### src/pmpc_pkg.sv
// package for the parallel master port control block
`default_nettype none
package pmpc_pkg;
  // register offsets (byte addresses on the plain register port)
  localparam logic [7:0] CTRL_OFFSET = 8'h00;
  localparam logic [7:0] PIN_EN_OFFSET = 8'h04;
  localparam logic [7:0] RADDR_OFFSET = 8'h08;
  localparam logic [7:0] WADDR_OFFSET = 8'h0C;
  localparam logic [7:0] DIN_OFFSET = 8'h10;
  localparam logic [7:0] DOUT_OFFSET = 8'h14;
  // control field positions
  localparam int READ_START_BIT = 23;
  localparam int SPLIT_BUF_BIT = 17;
  localparam int PORT_ON_BIT = 15;
  localparam int STOP_IDLE_BIT = 13;
  localparam int MUX_LSB = 11;
  localparam int TTL_BIT = 10;
  localparam int WR_EN_BIT = 9;
  localparam int RD_EN_BIT = 8;
  localparam int CSF_LSB = 6;
  localparam int ALP_BIT = 5;
  localparam int CHIP_SELECT_TWO_POLARITY_BIT = 4;
  localparam int CHIP_SELECT_ONE_POLARITY_BIT = 3;
  localparam int WRITE_STROBE_POLARITY_BIT = 1;
  localparam int READ_STROBE_POLARITY_BIT = 0;
  // writable bits of the control register; the rest read zero
  localparam logic [31:0] CTRL_MASK = 32'h0082_BFFB;
  localparam logic [31:0] PIN_EN_MASK = 32'h0000_FFFF;
  localparam logic [31:0] CTRL_RESET = 32'h0000_0000;
  localparam logic [15:0] PIN_EN_RESET = 16'h0000;
  // address/data multiplexing modes
  localparam logic [1:0] MUX_SEPARATE = 2'h0;
  localparam logic [1:0] MUX_LOW8 = 2'h1;
  localparam logic [1:0] MUX_FULL16 = 2'h2;
  localparam logic [1:0] MUX_LOW8_WIDE = 2'h3;
  // chip-select function value that keeps the top pads as address lines
  localparam logic [1:0] CSF_ADDR = 2'h0;
  // read cycle phase lengths in clock cycles
  localparam int unsigned READ_SETUP_CYCLES = 2;
  localparam int unsigned READ_STROBE_CYCLES = 4;
  // read cycle states
  typedef enum logic [2:0] {
    PMPC_IDLE = 3'b001,
    PMPC_SETUP = 3'b010,
    PMPC_STROBE = 3'b100
  } pmpc_state_e;
  // pad group carried to the pin layer
  typedef struct packed {
    logic [15:0] addr_out;
    logic [15:0] addr_oe;
    logic [15:0] data_out;
    logic [15:0] data_oe;
    logic cs1;
    logic cs2;
    logic latch_high;
    logic latch_low;
    logic rd_strobe;
    logic wr_strobe;
    logic rd_strobe_oe;
    logic wr_strobe_oe;
  } pmpc_pads_s;
endpackage : pmpc_pkg
`default_nettype wire

### src/pmpc_top.sv
// parallel master port control, pin enables and read cycle engine
//
// Our own choices: the register addresses and the strobed register port.
`default_nettype none
// Summary of operation
// - setting read start runs one bus read, hardware clears the bit after; zero ignored
// - split buffer selects separate read/write address registers; data registers are the same in both modes
// - port enable clear means no off-chip bus access at all
// - stop-in-idle halts the port while the device is idle
// - mux field places address on separate pins, data low byte or data word
// - write strobe pin driven only when its pin enable is set
// - read strobe pin driven only when its pin enable is set
// - select and polarity bits ignored where pins serve as address lines
// - top pin enables hand pads 15:14 to the port, else general I/O
// - middle pin enables make pads 13:2 port address outputs
// - lowest pin enables hand pads 1:0 to the port, else general I/O
// - top pads choose address or chip select by chip-select function
// - lowest pads choose address or latch strobe by the mux mode
// - unimplemented bits read zero, all control bits reset to zero
module pmpc_top (
  // clock and reset
  input wire logic clk,
  input wire logic reset_n,
  // device power state
  input wire logic device_idle,
  // register port
  input wire logic [7:0] reg_addr,
  input wire logic [31:0] reg_wdata,
  input wire logic reg_write,
  input wire logic reg_read,
  output logic [31:0] reg_rdata,
  // external data pins
  input wire logic [15:0] port_data_pins_in,
  output pmpc_pkg::pmpc_pads_s pads,
  output logic input_buffer_type_select
);

  logic [31:0] ctrl;
  logic [15:0] pin_en;
  logic [15:0] raddr;
  logic [15:0] waddr;
  logic [15:0] din;
  logic [15:0] dout;
  logic [15:0] data_sync1;
  logic [15:0] data_sync2;
  logic [2:0] phase_cnt;
  pmpc_pkg::pmpc_state_e state;
  pmpc_pkg::pmpc_state_e next_state;
  logic running;
  logic read_done;
  logic wr_ctrl;
  logic [1:0] mux_mode;
  logic [1:0] csf;
  logic [15:0] cur_addr;

  // bus access only while enabled and not halted by idle
  assign running = ctrl[pmpc_pkg::PORT_ON_BIT] &&
                   !(ctrl[pmpc_pkg::STOP_IDLE_BIT] && device_idle);
  assign mux_mode = ctrl[pmpc_pkg::MUX_LSB +: 2];
  assign csf = ctrl[pmpc_pkg::CSF_LSB +: 2];
  assign wr_ctrl = reg_write && (reg_addr == pmpc_pkg::CTRL_OFFSET);
  assign input_buffer_type_select = ctrl[pmpc_pkg::TTL_BIT];
  // shared mode reads through the write address register
  assign cur_addr = ctrl[pmpc_pkg::SPLIT_BUF_BIT] ? raddr : waddr;

  // data pins are asynchronous to clk
  always_ff @(posedge clk or negedge reset_n) begin
    if (!reset_n) begin
      data_sync1 <= 16'h0000;
      data_sync2 <= 16'h0000;
    end else begin
      data_sync1 <= port_data_pins_in;
      data_sync2 <= data_sync1;
    end
  end

  // read cycle state machine
  always_comb begin
    next_state = state;
    case (state)
      pmpc_pkg::PMPC_IDLE: begin
        if (ctrl[pmpc_pkg::READ_START_BIT] && running) begin
          next_state = pmpc_pkg::PMPC_SETUP;
        end
      end
      pmpc_pkg::PMPC_SETUP: begin
        if (phase_cnt == 3'(pmpc_pkg::READ_SETUP_CYCLES - 1)) begin
          next_state = pmpc_pkg::PMPC_STROBE;
        end
      end
      pmpc_pkg::PMPC_STROBE: begin
        if (phase_cnt == 3'(pmpc_pkg::READ_STROBE_CYCLES - 1)) begin
          next_state = pmpc_pkg::PMPC_IDLE;
        end
      end
      default: begin
        next_state = pmpc_pkg::PMPC_IDLE;
      end
    endcase
    // a disabled port abandons the cycle at once
    if (!running) begin
      next_state = pmpc_pkg::PMPC_IDLE;
    end
  end

  assign read_done = (state == pmpc_pkg::PMPC_STROBE) &&
                     (next_state == pmpc_pkg::PMPC_IDLE);

  // state and phase counter
  always_ff @(posedge clk or negedge reset_n) begin
    if (!reset_n) begin
      state <= pmpc_pkg::PMPC_IDLE;
      phase_cnt <= 3'h0;
    end else begin
      state <= next_state;
      phase_cnt <= (next_state != state) ? 3'h0 : phase_cnt + 3'h1;
    end
  end

  // control register; hardware clear of read start beats a software write
  always_ff @(posedge clk or negedge reset_n) begin
    if (!reset_n) begin
      ctrl <= pmpc_pkg::CTRL_RESET;
    end else begin
      if (wr_ctrl) begin
        // writing zero to read start never cancels a pending read
        ctrl <= (reg_wdata & pmpc_pkg::CTRL_MASK) |
                (ctrl & (32'h1 << pmpc_pkg::READ_START_BIT));
      end
      if (read_done || (state != pmpc_pkg::PMPC_IDLE && !running)) begin
        ctrl[pmpc_pkg::READ_START_BIT] <= 1'b0;
      end
    end
  end

  // pin enable and buffer registers
  always_ff @(posedge clk or negedge reset_n) begin
    if (!reset_n) begin
      pin_en <= pmpc_pkg::PIN_EN_RESET;
      raddr <= 16'h0000;
      waddr <= 16'h0000;
      dout <= 16'h0000;
    end else if (reg_write) begin
      if (reg_addr == pmpc_pkg::PIN_EN_OFFSET) begin
        pin_en <= reg_wdata[15:0];
      end else if (reg_addr == pmpc_pkg::RADDR_OFFSET) begin
        raddr <= reg_wdata[15:0];
      end else if (reg_addr == pmpc_pkg::WADDR_OFFSET) begin
        waddr <= reg_wdata[15:0];
      end else if (reg_addr == pmpc_pkg::DOUT_OFFSET) begin
        dout <= reg_wdata[15:0];
      end
    end
  end

  // captured read data, taken at the end of the strobe
  always_ff @(posedge clk or negedge reset_n) begin
    if (!reset_n) begin
      din <= 16'h0000;
    end else if (read_done) begin
      din <= data_sync2;
    end
  end

  // read data one cycle after the strobe; unmapped reads zero
  always_ff @(posedge clk or negedge reset_n) begin
    if (!reset_n) begin
      reg_rdata <= 32'h0000_0000;
    end else if (reg_read) begin
      if (reg_addr == pmpc_pkg::CTRL_OFFSET) begin
        reg_rdata <= ctrl & pmpc_pkg::CTRL_MASK;
      end else if (reg_addr == pmpc_pkg::PIN_EN_OFFSET) begin
        reg_rdata <= {16'h0000, pin_en};
      end else if (reg_addr == pmpc_pkg::RADDR_OFFSET) begin
        reg_rdata <= {16'h0000, raddr};
      end else if (reg_addr == pmpc_pkg::WADDR_OFFSET) begin
        reg_rdata <= {16'h0000, waddr};
      end else if (reg_addr == pmpc_pkg::DIN_OFFSET) begin
        // shared data register reads the last captured word in both modes
        reg_rdata <= {16'h0000, din};
      end else if (reg_addr == pmpc_pkg::DOUT_OFFSET) begin
        reg_rdata <= {16'h0000, dout};
      end else begin
        reg_rdata <= 32'h0000_0000;
      end
    end else begin
      reg_rdata <= 32'h0000_0000;
    end
  end

  // pad drive: registered so pins never glitch
  always_ff @(posedge clk or negedge reset_n) begin
    logic [15:0] addr_drv;
    logic setup_ph;
    logic strobe_ph;
    logic top_cs;
    logic low_latch;
    addr_drv = 16'h0000;
    setup_ph = 1'b0;
    strobe_ph = 1'b0;
    top_cs = 1'b0;
    low_latch = 1'b0;
    if (!reset_n) begin
      pads <= '0;
    end else begin
      setup_ph = (state == pmpc_pkg::PMPC_SETUP);
      strobe_ph = (state == pmpc_pkg::PMPC_STROBE);
      top_cs = (csf != pmpc_pkg::CSF_ADDR);
      low_latch = (mux_mode != pmpc_pkg::MUX_SEPARATE);
      addr_drv = cur_addr;
      // high byte on address pins only in the separate and MUX_LOW8 modes
      if (mux_mode == pmpc_pkg::MUX_FULL16 || mux_mode == pmpc_pkg::MUX_LOW8_WIDE) begin
        addr_drv[15:8] = 8'h00;
      end
      pads.addr_out <= addr_drv;
      pads.addr_oe[13:2] <= pin_en[13:2];
      pads.addr_oe[15:14] <= pin_en[15:14] & {2{!top_cs}};
      pads.addr_oe[1:0] <= pin_en[1:0] & {2{!low_latch}};
      // address phase on the data lines for multiplexed modes
      pads.data_oe <= 16'h0000;
      pads.data_out <= 16'h0000;
      if (setup_ph && low_latch) begin
        case (mux_mode)
          pmpc_pkg::MUX_LOW8: begin
            pads.data_out <= {8'h00, cur_addr[7:0]};
            pads.data_oe <= 16'h00FF;
          end
          pmpc_pkg::MUX_FULL16: begin
            pads.data_out <= cur_addr;
            pads.data_oe <= 16'hFFFF;
          end
          default: begin
            pads.data_out <= {8'h00, cur_addr[7:0]};
            pads.data_oe <= 16'hFFFF;
          end
        endcase
      end
      // polarity and select only act where the pad is not an address line
      pads.cs1 <= pin_en[15] && top_cs && ((setup_ph || strobe_ph) ^
                  !ctrl[pmpc_pkg::CHIP_SELECT_ONE_POLARITY_BIT]);
      pads.cs2 <= pin_en[14] && top_cs && ((setup_ph || strobe_ph) ^
                  !ctrl[pmpc_pkg::CHIP_SELECT_TWO_POLARITY_BIT]);
      pads.latch_high <= pin_en[1] && low_latch &&
                         (setup_ph ^ !ctrl[pmpc_pkg::ALP_BIT]);
      pads.latch_low <= pin_en[0] && low_latch &&
                        (setup_ph ^ !ctrl[pmpc_pkg::ALP_BIT]);
      pads.rd_strobe <= strobe_ph ^ !ctrl[pmpc_pkg::READ_STROBE_POLARITY_BIT];
      pads.wr_strobe <= !ctrl[pmpc_pkg::WRITE_STROBE_POLARITY_BIT];
      pads.rd_strobe_oe <= ctrl[pmpc_pkg::RD_EN_BIT] && running;
      pads.wr_strobe_oe <= ctrl[pmpc_pkg::WR_EN_BIT] && running;
    end
  end

  // read start clears within a full read cycle
  property p_read_clears;
    @(posedge clk) disable iff (!reset_n)
    ($rose(state == pmpc_pkg::PMPC_SETUP)) |->
      ##[1:8] !ctrl[pmpc_pkg::READ_START_BIT];
  endproperty
  a_read_clears: assert property (p_read_clears) else $error("read start not cleared");

  // setup lasts the documented cycles then strobes
  property p_setup_len;
    @(posedge clk) disable iff (!reset_n)
    ($rose(state == pmpc_pkg::PMPC_SETUP) && running) ##1 running[*1] |=>
      (state == pmpc_pkg::PMPC_STROBE);
  endproperty
  a_setup_len: assert property (p_setup_len) else $error("setup phase length wrong");

  // disabled port never cycles
  property p_off_no_access;
    @(posedge clk) disable iff (!reset_n)
    !running |=> (state == pmpc_pkg::PMPC_IDLE);
  endproperty
  a_off_no_access: assert property (p_off_no_access) else $error("access while off");

  // strobe enables stay off while their control bits are clear
  property p_wr_oe;
    @(posedge clk) disable iff (!reset_n)
    !ctrl[pmpc_pkg::WR_EN_BIT] |=> !pads.wr_strobe_oe;
  endproperty
  a_wr_oe: assert property (p_wr_oe) else $error("write strobe driven while off");

  property p_rd_oe;
    @(posedge clk) disable iff (!reset_n)
    !ctrl[pmpc_pkg::RD_EN_BIT] |=> !pads.rd_strobe_oe;
  endproperty
  a_rd_oe: assert property (p_rd_oe) else $error("read strobe driven while off");

  // middle pads follow pin enables
  property p_mid_pads;
    @(posedge clk) disable iff (!reset_n)
    1'b1 |=> pads.addr_oe[13:2] == $past(pin_en[13:2]);
  endproperty
  a_mid_pads: assert property (p_mid_pads) else $error("address pad enable wrong");

  // top pads never both address and chip select
  property p_top_excl;
    @(posedge clk) disable iff (!reset_n)
    (csf != pmpc_pkg::CSF_ADDR) |=> pads.addr_oe[15:14] == 2'h0;
  endproperty
  a_top_excl: assert property (p_top_excl) else $error("top pad double use");

  // unimplemented control bits read zero
  property p_ctrl_zero;
    @(posedge clk) disable iff (!reset_n)
    (ctrl & ~pmpc_pkg::CTRL_MASK) == 32'h0000_0000;
  endproperty
  a_ctrl_zero: assert property (p_ctrl_zero) else $error("reserved bit set");

  // chip selects stay quiet while the top pads are address lines
  property p_cs_quiet;
    @(posedge clk) disable iff (!reset_n)
    (csf == pmpc_pkg::CSF_ADDR) |=> !pads.cs1 && !pads.cs2;
  endproperty
  a_cs_quiet: assert property (p_cs_quiet) else $error("chip select on address pad");

  // latch strobes stay quiet when address has its own pins
  property p_latch_quiet;
    @(posedge clk) disable iff (!reset_n)
    (mux_mode == pmpc_pkg::MUX_SEPARATE) |=> !pads.latch_high && !pads.latch_low;
  endproperty
  a_latch_quiet: assert property (p_latch_quiet) else $error("latch on address pad");

  // low pads give way to the latch strobes in multiplexed modes
  property p_low_pads;
    @(posedge clk) disable iff (!reset_n)
    (mux_mode != pmpc_pkg::MUX_SEPARATE) |=> pads.addr_oe[1:0] == 2'h0;
  endproperty
  a_low_pads: assert property (p_low_pads) else $error("low pad double use");

  // halted in idle means no cycle runs
  property p_idle_halt;
    @(posedge clk) disable iff (!reset_n)
    (ctrl[pmpc_pkg::STOP_IDLE_BIT] && device_idle) |=> state == pmpc_pkg::PMPC_IDLE;
  endproperty
  a_idle_halt: assert property (p_idle_halt) else $error("cycle while idle halted");

  // full word multiplexing leaves the high address pins low
  property p_full16_high;
    @(posedge clk) disable iff (!reset_n)
    (mux_mode == pmpc_pkg::MUX_FULL16) |=> pads.addr_out[15:8] == 8'h00;
  endproperty
  a_full16_high: assert property (p_full16_high) else $error("high address pins driven");

endmodule : pmpc_top
`default_nettype wire

### config.mk
export PLATFORM = sky130hd
export DESIGN_NAME = pmpc_top
export DESIGN_NICKNAME = d
export VERILOG_FILES = /design/src/pmpc_pkg.sv /design/src/pmpc_top.sv
export SDC_FILE = /design/constraint.sdc
export NUM_CORES = 1
export LEC_CHECK = 0
export ABC_AREA = 1
export BUFFER_PORTS_ARGS = -buffer_cell sky130_fd_sc_hd__buf_2
export CELL_PAD_IN_SITES_DETAIL_PLACEMENT = 0
export CELL_PAD_IN_SITES_GLOBAL_PLACEMENT = 1
export CORE_UTILIZATION = 42
export CTS_CLUSTER_DIAMETER = 80
export DETAILED_ROUTE_END_ITERATION = 16
export PLACE_DENSITY_LB_ADDON = 0.08
export SLEW_MARGIN = 20
export SYNTH_ARGS = -nofsm -noshare
export SYNTH_HDL_FRONTEND = slang
export SYNTH_SLANG_ARGS = --single-unit
### constraint.sdc
create_clock -name clk -period 2.4 [get_ports clk]
set_clock_uncertainty 0.2 [all_clocks]
set_input_delay 0.48 -clock clk [delete_from_list [all_inputs] [get_ports clk]]
set_output_delay 0.48 -clock clk [all_outputs]
set_load 0.01 [all_outputs]
==> results of run 1 <==
[flip-flops by register name, indices dropped and copies added, names as in the netlist]
register	flops
state	3
phase_cnt	3
raddr	16
dout	16
din	16
pads	58
pin_en	16
ctrl	16
data_sync2	16
waddr	16
reg_rdata	18
data_sync1	16
[cells in the final DEF, fill, tap and decap left out, drive strengths merged]
cell	count
clkbuf	31
mux2i	6
nand3	99
and2	1
bufinv	2
dlygate4sd3	17
dfrtp	209
a21oi	11
xor2	3
inv	77
xnor2	1
nand4	1
nor3	8
conb	14
o21ai	108
ha	7
dfstp	1
clkinvlp	2
buf	166
nor2	76
clkinv	6
nand2	193
or2	1
[through the flow]
step,area [um2],util,instances
finish,10270,0.5277,1305
global route,10270,0.5277,1305
CTS,10270,0.5277,1305
detailed placement,9354,0.4806,1249
global placement,9354,0.4806,1249
floorplan,8376,-,880
[power by group through the flow]
| stage | sequential, mW | clock [mW] | combinational [mW] |
|---|---|---|---|
| 3_5_place_dp | 3.84 | 0 | 0.477 |
| 4_1_cts | 3.78 | 3.56 | 0.499 |
| 2_1_floorplan | 3.83 | 0 | 0.238 |
| 6_report | 3.77 | 3.47 | 0.486 |
| 5_1_grt | 3.79 | 3.71 | 0.563 |
| 3_3_place_gp | 3.84 | 0 | 0.469 |
[worst min-delay path by stage]
stage / to / slack [ns] / depth (start not counted)
finish: ctrl[17] / 0.04 / 3
global route: ctrl[17] / 0.03 / 3
CTS: ctrl[17] / 0.03 / 3
detailed placement: data_sync2[10] / 0.13 / 0
global placement: data_sync2[8] / 0.13 / 0
floorplan: ctrl[0] / -0.02 / 0
[cells by family (layout without fill, tap and decap cells)]
group,after synthesis,in the layout
compound gates,119,119
xor+xnor,4,4
fa+ha+maj,7,7
buf+inv,141,301
flops,210,210
mux,6,6
other cells,1,14
simple gates,379,379
[area by class of cell]
type / instances / area (um2) / area share
inverters: 78 / 294.0 / 0.02863
clock inverters: 9 / 103.9 / 0.01011
multi-input cells: 529 / 2452 / 0.2388
flip-flops and latches: 210 / 5256 / 0.5118
clock buffers: 30 / 641.9 / 0.06250
repair buffers: 184 / 1190 / 0.1159
well taps: 265 / 331.6 / 0.03229
[worst max-delay path, delay by kind of cell, from the launching register on]
| family | cells | cell delay (ns) |
|---|---|---|
| AND/OR/NAND/NOR | 7 | 0.87 |
| flip-flops | 1 | 0.56 |
| buffers and inverters | 1 | 0.09 |
| AO/OA/AOI/OAI | 1 | 0.05 |
[layer usage]
layer	track usage	up-vias	wire length, um
met1	0.2899	2902	9394
met2	0.3491	148	9724
met5	0	-	0
met4	0.06395	0	535
li1	-	3045	-
met3	0.03186	35	828
==> impl_metrics.py, run 1 <==
metrics = {
    "floorplan": {
        "rows": 51,
        "initial_core_util": 0.4278,
        "coreArea_um2": 19460,
        "die_x_um": 142.8,
        "die_h_um": 142.8,
        "ios": 166,
        "die_area_um2": 20390,
    },
    "logic_synthesis": {
        "syn_area_per_cell_um2": 9.604,
        "synth_adder_area_share": 0.01052,
        "post_synth_most_frequent_cells": "dfrtp_1 (209), nand2_1 (188), nand3_1 (98)",
        "synth_edf_count": 0,
        "synth-xor-area-share": 0.004207,
        "synth-main-ff-cell": "dfrtp_1",
        "ys.warnings.count": 0,
        "synth_top_family_by_area": "simple AND/OR/NAND/NOR gates",
        "ys_ff_latch": 210,
        "synth-simple-area-share": 0.1941,
        "synth_top_cell_by_area": "dfrtp_1",
        "async_reset_ff_frac": 1.000,
        "syn_inst": 867,
        "synth.most_common_cell": "dfrtp_1",
        "synth_cell_type_count": 30,
        "synthMuxAreaShare": 0.007213,
        "synth_top_area_frac": 0.6281,
        "synth_area_um2": 8327,
        "synth_compound_area_frac": 0.07153,
        "ys_seq_area_frac": 0.6313,
        "synth_area_leaders": "dfrtp_1 (63%), nand2_1 (8.5%), nand3_1 (5.9%)",
    },
    "min_path": {
        "hp-class": "in2reg",
        "hp-start": "reg_wdata[17]",
    },
    "cts": {
        "clock_latency_ns": 0.51,
        "cts.htree.levels": 1,
        "cts_hold_buf": 17,
        "cts_buffers": 23,
        "cts_root_buffer": "clkbuf_16",
        "post_cts.repair.setup_buffers": 0,
        "cts_tree": "built",
        "path_clk_slew_ns": 0.06,
        "clockBufferDepth": 3,
        "ctsResizeCount": 0,
        "cts_sinks": 210,
    },
    "outcome": {
        "status": "finished, final reports clean",
    },
    "setup_path": {
        "crit_start": "state[0]",
        "reg2reg_slack_ns": 0.49,
        "cp_cell_sequence": "nor2_1 -> nand2_1 -> inv_2 -> nand2_1 -> nand2_1 -> nand2_2 -> nand2_2 -> nor2_1 -> a21oi_1",
        "max_stage_delay_ns": 0.56,
        "reg2reg_depth": 9,
        "crit_fanout": 18,
        "r2r_end": "din[10]",
        "cp-endpoint": "din[10]",
        "crit_top_cell": "nand2_1",
        "rr_startpoint": "state[0]",
        "criticalPathCategory": "reg2reg",
        "critPathSlowestCell": "dfstp_2",
        "critPathRequiredTime_ns": 2.58,
        "crit_path_start_kind": "register",
        "end_kind": "register",
        "arrival_ns": 2.10,
    },
    "power_and_ir_drop": {
        "power_mw": 7.729,
        "comb_power_share": 0.063,
        "swShare": 0.2285,
        "p_int_mw": 5.963,
        "power_density_nw_per_um2": 752.6,
        "clock_power_share": 0.449,
        "peakVddDrop_mv": 0.5315,
        "p_sw_mw": 1.766,
        "p_leak_nw": 5.564,
        "power_frac_seq": 0.488,
    },
    "sta": {
        "holdWs_ns": 0.03858,
        "fin_ws_ns": 0.4882,
        "setup-violations-final": 0,
        "rsz0062_at_grt": "false",
        "finalSetupTns_ns": 0,
        "clock.fmax_mhz": 523.1,
        "slew_headroom": 0.5838,
        "worst_pin_slew_ns": 0.6243,
        "finalCritPeriodShare": 0.7966,
        "final_hold_viol_count": 0,
        "fin_crit_ns": 1.912,
        "final_max_slew_viol_count": 0,
    },
    "finish": {
        "n_antenna_cell": 0,
        "syn2layout_area_growth_pct": 23.34,
        "drive_above_1_share": 0.2115,
        "fillers": 1812,
        "final_nets": 1094,
    },
    "place": {
        "gpl.final_weighted_congestion": 0.7759,
        "dpl.hpwl_um": 14950,
        "dp_slack_ns": 0.1969,
        "io_buffers": 137,
    },
    "drt": {
        "ant_nets": 0,
        "via_per_inst": 4.697,
        "firstDrtPassIters": 5,
        "drcViolationCount": 0,
        "wire_per_inst_um": 15.70,
        "routed_wl_um": 20480,
        "drt-initial-drc-count": 351,
        "via_count": 6130,
    },
    "global_routing": {
        "grt_pass1_vias": 5919,
        "antenna_found_initial": 0,
        "grt.total_usage": 0.2120,
        "grt_pass1_wl_um": 32430,
        "overflow": 0,
        "grt_max_degree": 50,
    },
    "flow_run": {
        "timing.max_cap.violations": 0,
    },
}
Power figures use the tool's default switching activity.
==> run 2, diff against run 1 <==
Clock period 2.4 ns to 2 ns, I/O delays scaled along.
==> impl_metrics.py, run 2 (synthesis results as in run 1) <==
metrics = {
    "cts": {
        "path_clk_slew_ns": 0.06,
        "clockBufferDepth": 3,
        "cts_tree": "built",
        "cts_sinks": 210,
        "clock_latency_ns": 0.50,
        "cts_buffers": 23,
        "cts.htree.levels": 1,
        "cts_root_buffer": "clkbuf_16",
        "post_cts.repair.setup_buffers": 0,
    },
    "sta": {
        "finalCritPeriodShare": 0.8994,
        "final_max_slew_viol_count": 0,
        "finalSetupTns_ns": 0,
        "clock.fmax_mhz": 555.9,
        "rsz0062_at_grt": "false",
        "fin_crit_ns": 1.799,
        "setup-violations-final": 0,
        "holdWs_ns": 0.02749,
        "final_hold_viol_count": 0,
    },
    "setup_path": {
        "critPathSlowestCell": "dfstp_2",
        "max_stage_delay_ns": 0.56,
        "rr_startpoint": "state[0]",
        "end_kind": "register",
        "reg2reg_depth": 10,
        "r2r_end": "phase_cnt[0]",
        "reg2reg_slack_ns": 0.20,
        "crit_path_start_kind": "register",
        "critPathRequiredTime_ns": 2.18,
        "crit_fanout": 5,
        "arrival_ns": 1.98,
        "cp_cell_sequence": "inv_1 -> nand3_1 -> buf_4 -> nand3_1 -> nand2_1 -> nor2_1 -> nand2_1 -> nand2_1 -> nand3_1 -> nor2_1",
        "criticalPathCategory": "reg2reg",
    },
    "finish": {
        "largest_reg_flops": 58,
        "syn2layout_area_growth_pct": 27.30,
        "reg_top3": "pads x58, reg_rdata x18",
        "final_common_cell": "dfrtp_1",
        "layout_common_cells": "dfrtp_1 (209), nand2_1 (188), buf_2 (136)",
        "n_antenna_cell": 0,
        "drive_above_1_share": 0.2284,
        "final_nets": 1117,
        "top_register": "pads",
    },
    "floorplan": {
        "die_h_um": 142.8,
        "initial_core_util": 0.4278,
        "ios": 166,
        "die_x_um": 142.8,
        "die_area_um2": 20390,
        "coreArea_um2": 19460,
        "rows": 51,
    },
    "min_path": {
        "min_to": "pin_en[9]",
        "hold_path_depth": 3,
        "hp-start": "reg_wdata[9]",
        "hp-class": "in2reg",
    },
    "flow_run": {
        "timing.max_cap.violations": 0,
    },
    "place": {
        "dpl.hpwl_um": 15090,
        "io_buffers": 137,
        "gpl.final_weighted_congestion": 0.7868,
    },
    "outcome": {
        "status": "finished, final reports clean",
    },
    "drt": {
        "via_per_inst": 4.730,
        "firstDrtPassIters": 7,
        "drcViolationCount": 0,
        "ant_nets": 0,
        "drt-initial-drc-count": 294,
        "routed_wl_um": 20790,
        "wire_per_inst_um": 15.65,
        "via_count": 6286,
    },
    "power_and_ir_drop": {
        "p_leak_nw": 5.755,
        "power_density_nw_per_um2": 936.3,
        "power_frac_seq": 0.456,
        "power_mw": 9.925,
        "p_sw_mw": 2.118,
        "p_int_mw": 7.807,
        "clock_power_share": 0.483,
        "peakVddDrop_mv": 0.7483,
        "comb_power_share": 0.061,
        "swShare": 0.2134,
    },
    "global_routing": {
        "overflow": 0,
        "grt_pass1_vias": 5959,
        "grt.total_usage": 0.2151,
        "antenna_found_initial": 0,
        "grt_max_degree": 44,
        "grt_pass1_wl_um": 32880,
    },
}
[run 2: changes by cell type in the layout (fill, tap and decap cells not counted), sizes merged]
cell,change
buf,+21
bufinv,+5
clkinvlp,-2
dlygate4sd3,+2
clkbuf,-1
inv,-1
[run 2: power groups by stage]
stage                     registers (mW)  clock network, mW  logic [mW]
after floorplan                     4.60                  0       0.286
after global placement              4.60                  0       0.582
after detailed placement            4.60                  0       0.595
after CTS                           4.52               4.89       0.627
after global routing                4.54               5.05       0.701
final                               4.52               4.79       0.610
[run 2: layout make-up]
cell class,instances,area [um2]
inverter,78,294.0
clock inverter,11,230.2
timing repair buffer,207,1393
multi-input combinational,529,2457
tap,265,331.6
clock buffer,29,638.1
fill,1775,8862
sequential,210,5256
[run 2: critical path: cells and delay by family (launching register included)]
kind          cells  cell delay (ns)
simple gates      8             0.68
buf+inv           2             0.24
flops             1             0.56
[run 2: per-layer routing]
layer	part of all wire	track usage	vias to the layer above
met5	0	0	-
met4	0.028	0.06848	0
met1	0.45	0.2874	2975
met2	0.48	0.3617	182
met3	0.042	0.03052	38
li1	-	-	3091
[run 2: repair_timing]
item                                    CTS  global route
endpoints found under the setup margin    0             1
resized for setup                         0             1
hold buffers                             19             0
endpoints found under the hold margin   181             0
[run 2: worst max-delay path by stage]
stage | endpoint | from | cells after the start
5_1_grt | phase_cnt[1] | state[2] | 10
6_report | phase_cnt[0] | state[0] | 10
3_3_place_gp | reg_rdata[4] | reg_addr[2] | 9
2_1_floorplan | dout[1] | reg_addr[6] | 9
4_1_cts | ctrl[23] | phase_cnt[0] | 9
3_5_place_dp | reg_rdata[4] | reg_addr[7] | 12
[run 2: stage by stage]
stage / setup WS [ns] / instance area (um2) / utilization / instances
floorplan: 0.2536 / 8376 / - / 880
global placement: 0.03157 / 9537 / 0.4900 / 1270
detailed placement: 0.04297 / 9537 / 0.4900 / 1270
CTS: 0.1164 / 10600 / 0.5444 / 1329
global route: 0.05705 / 10600 / 0.5446 / 1329
finish: 0.2012 / 10600 / 0.5446 / 1329
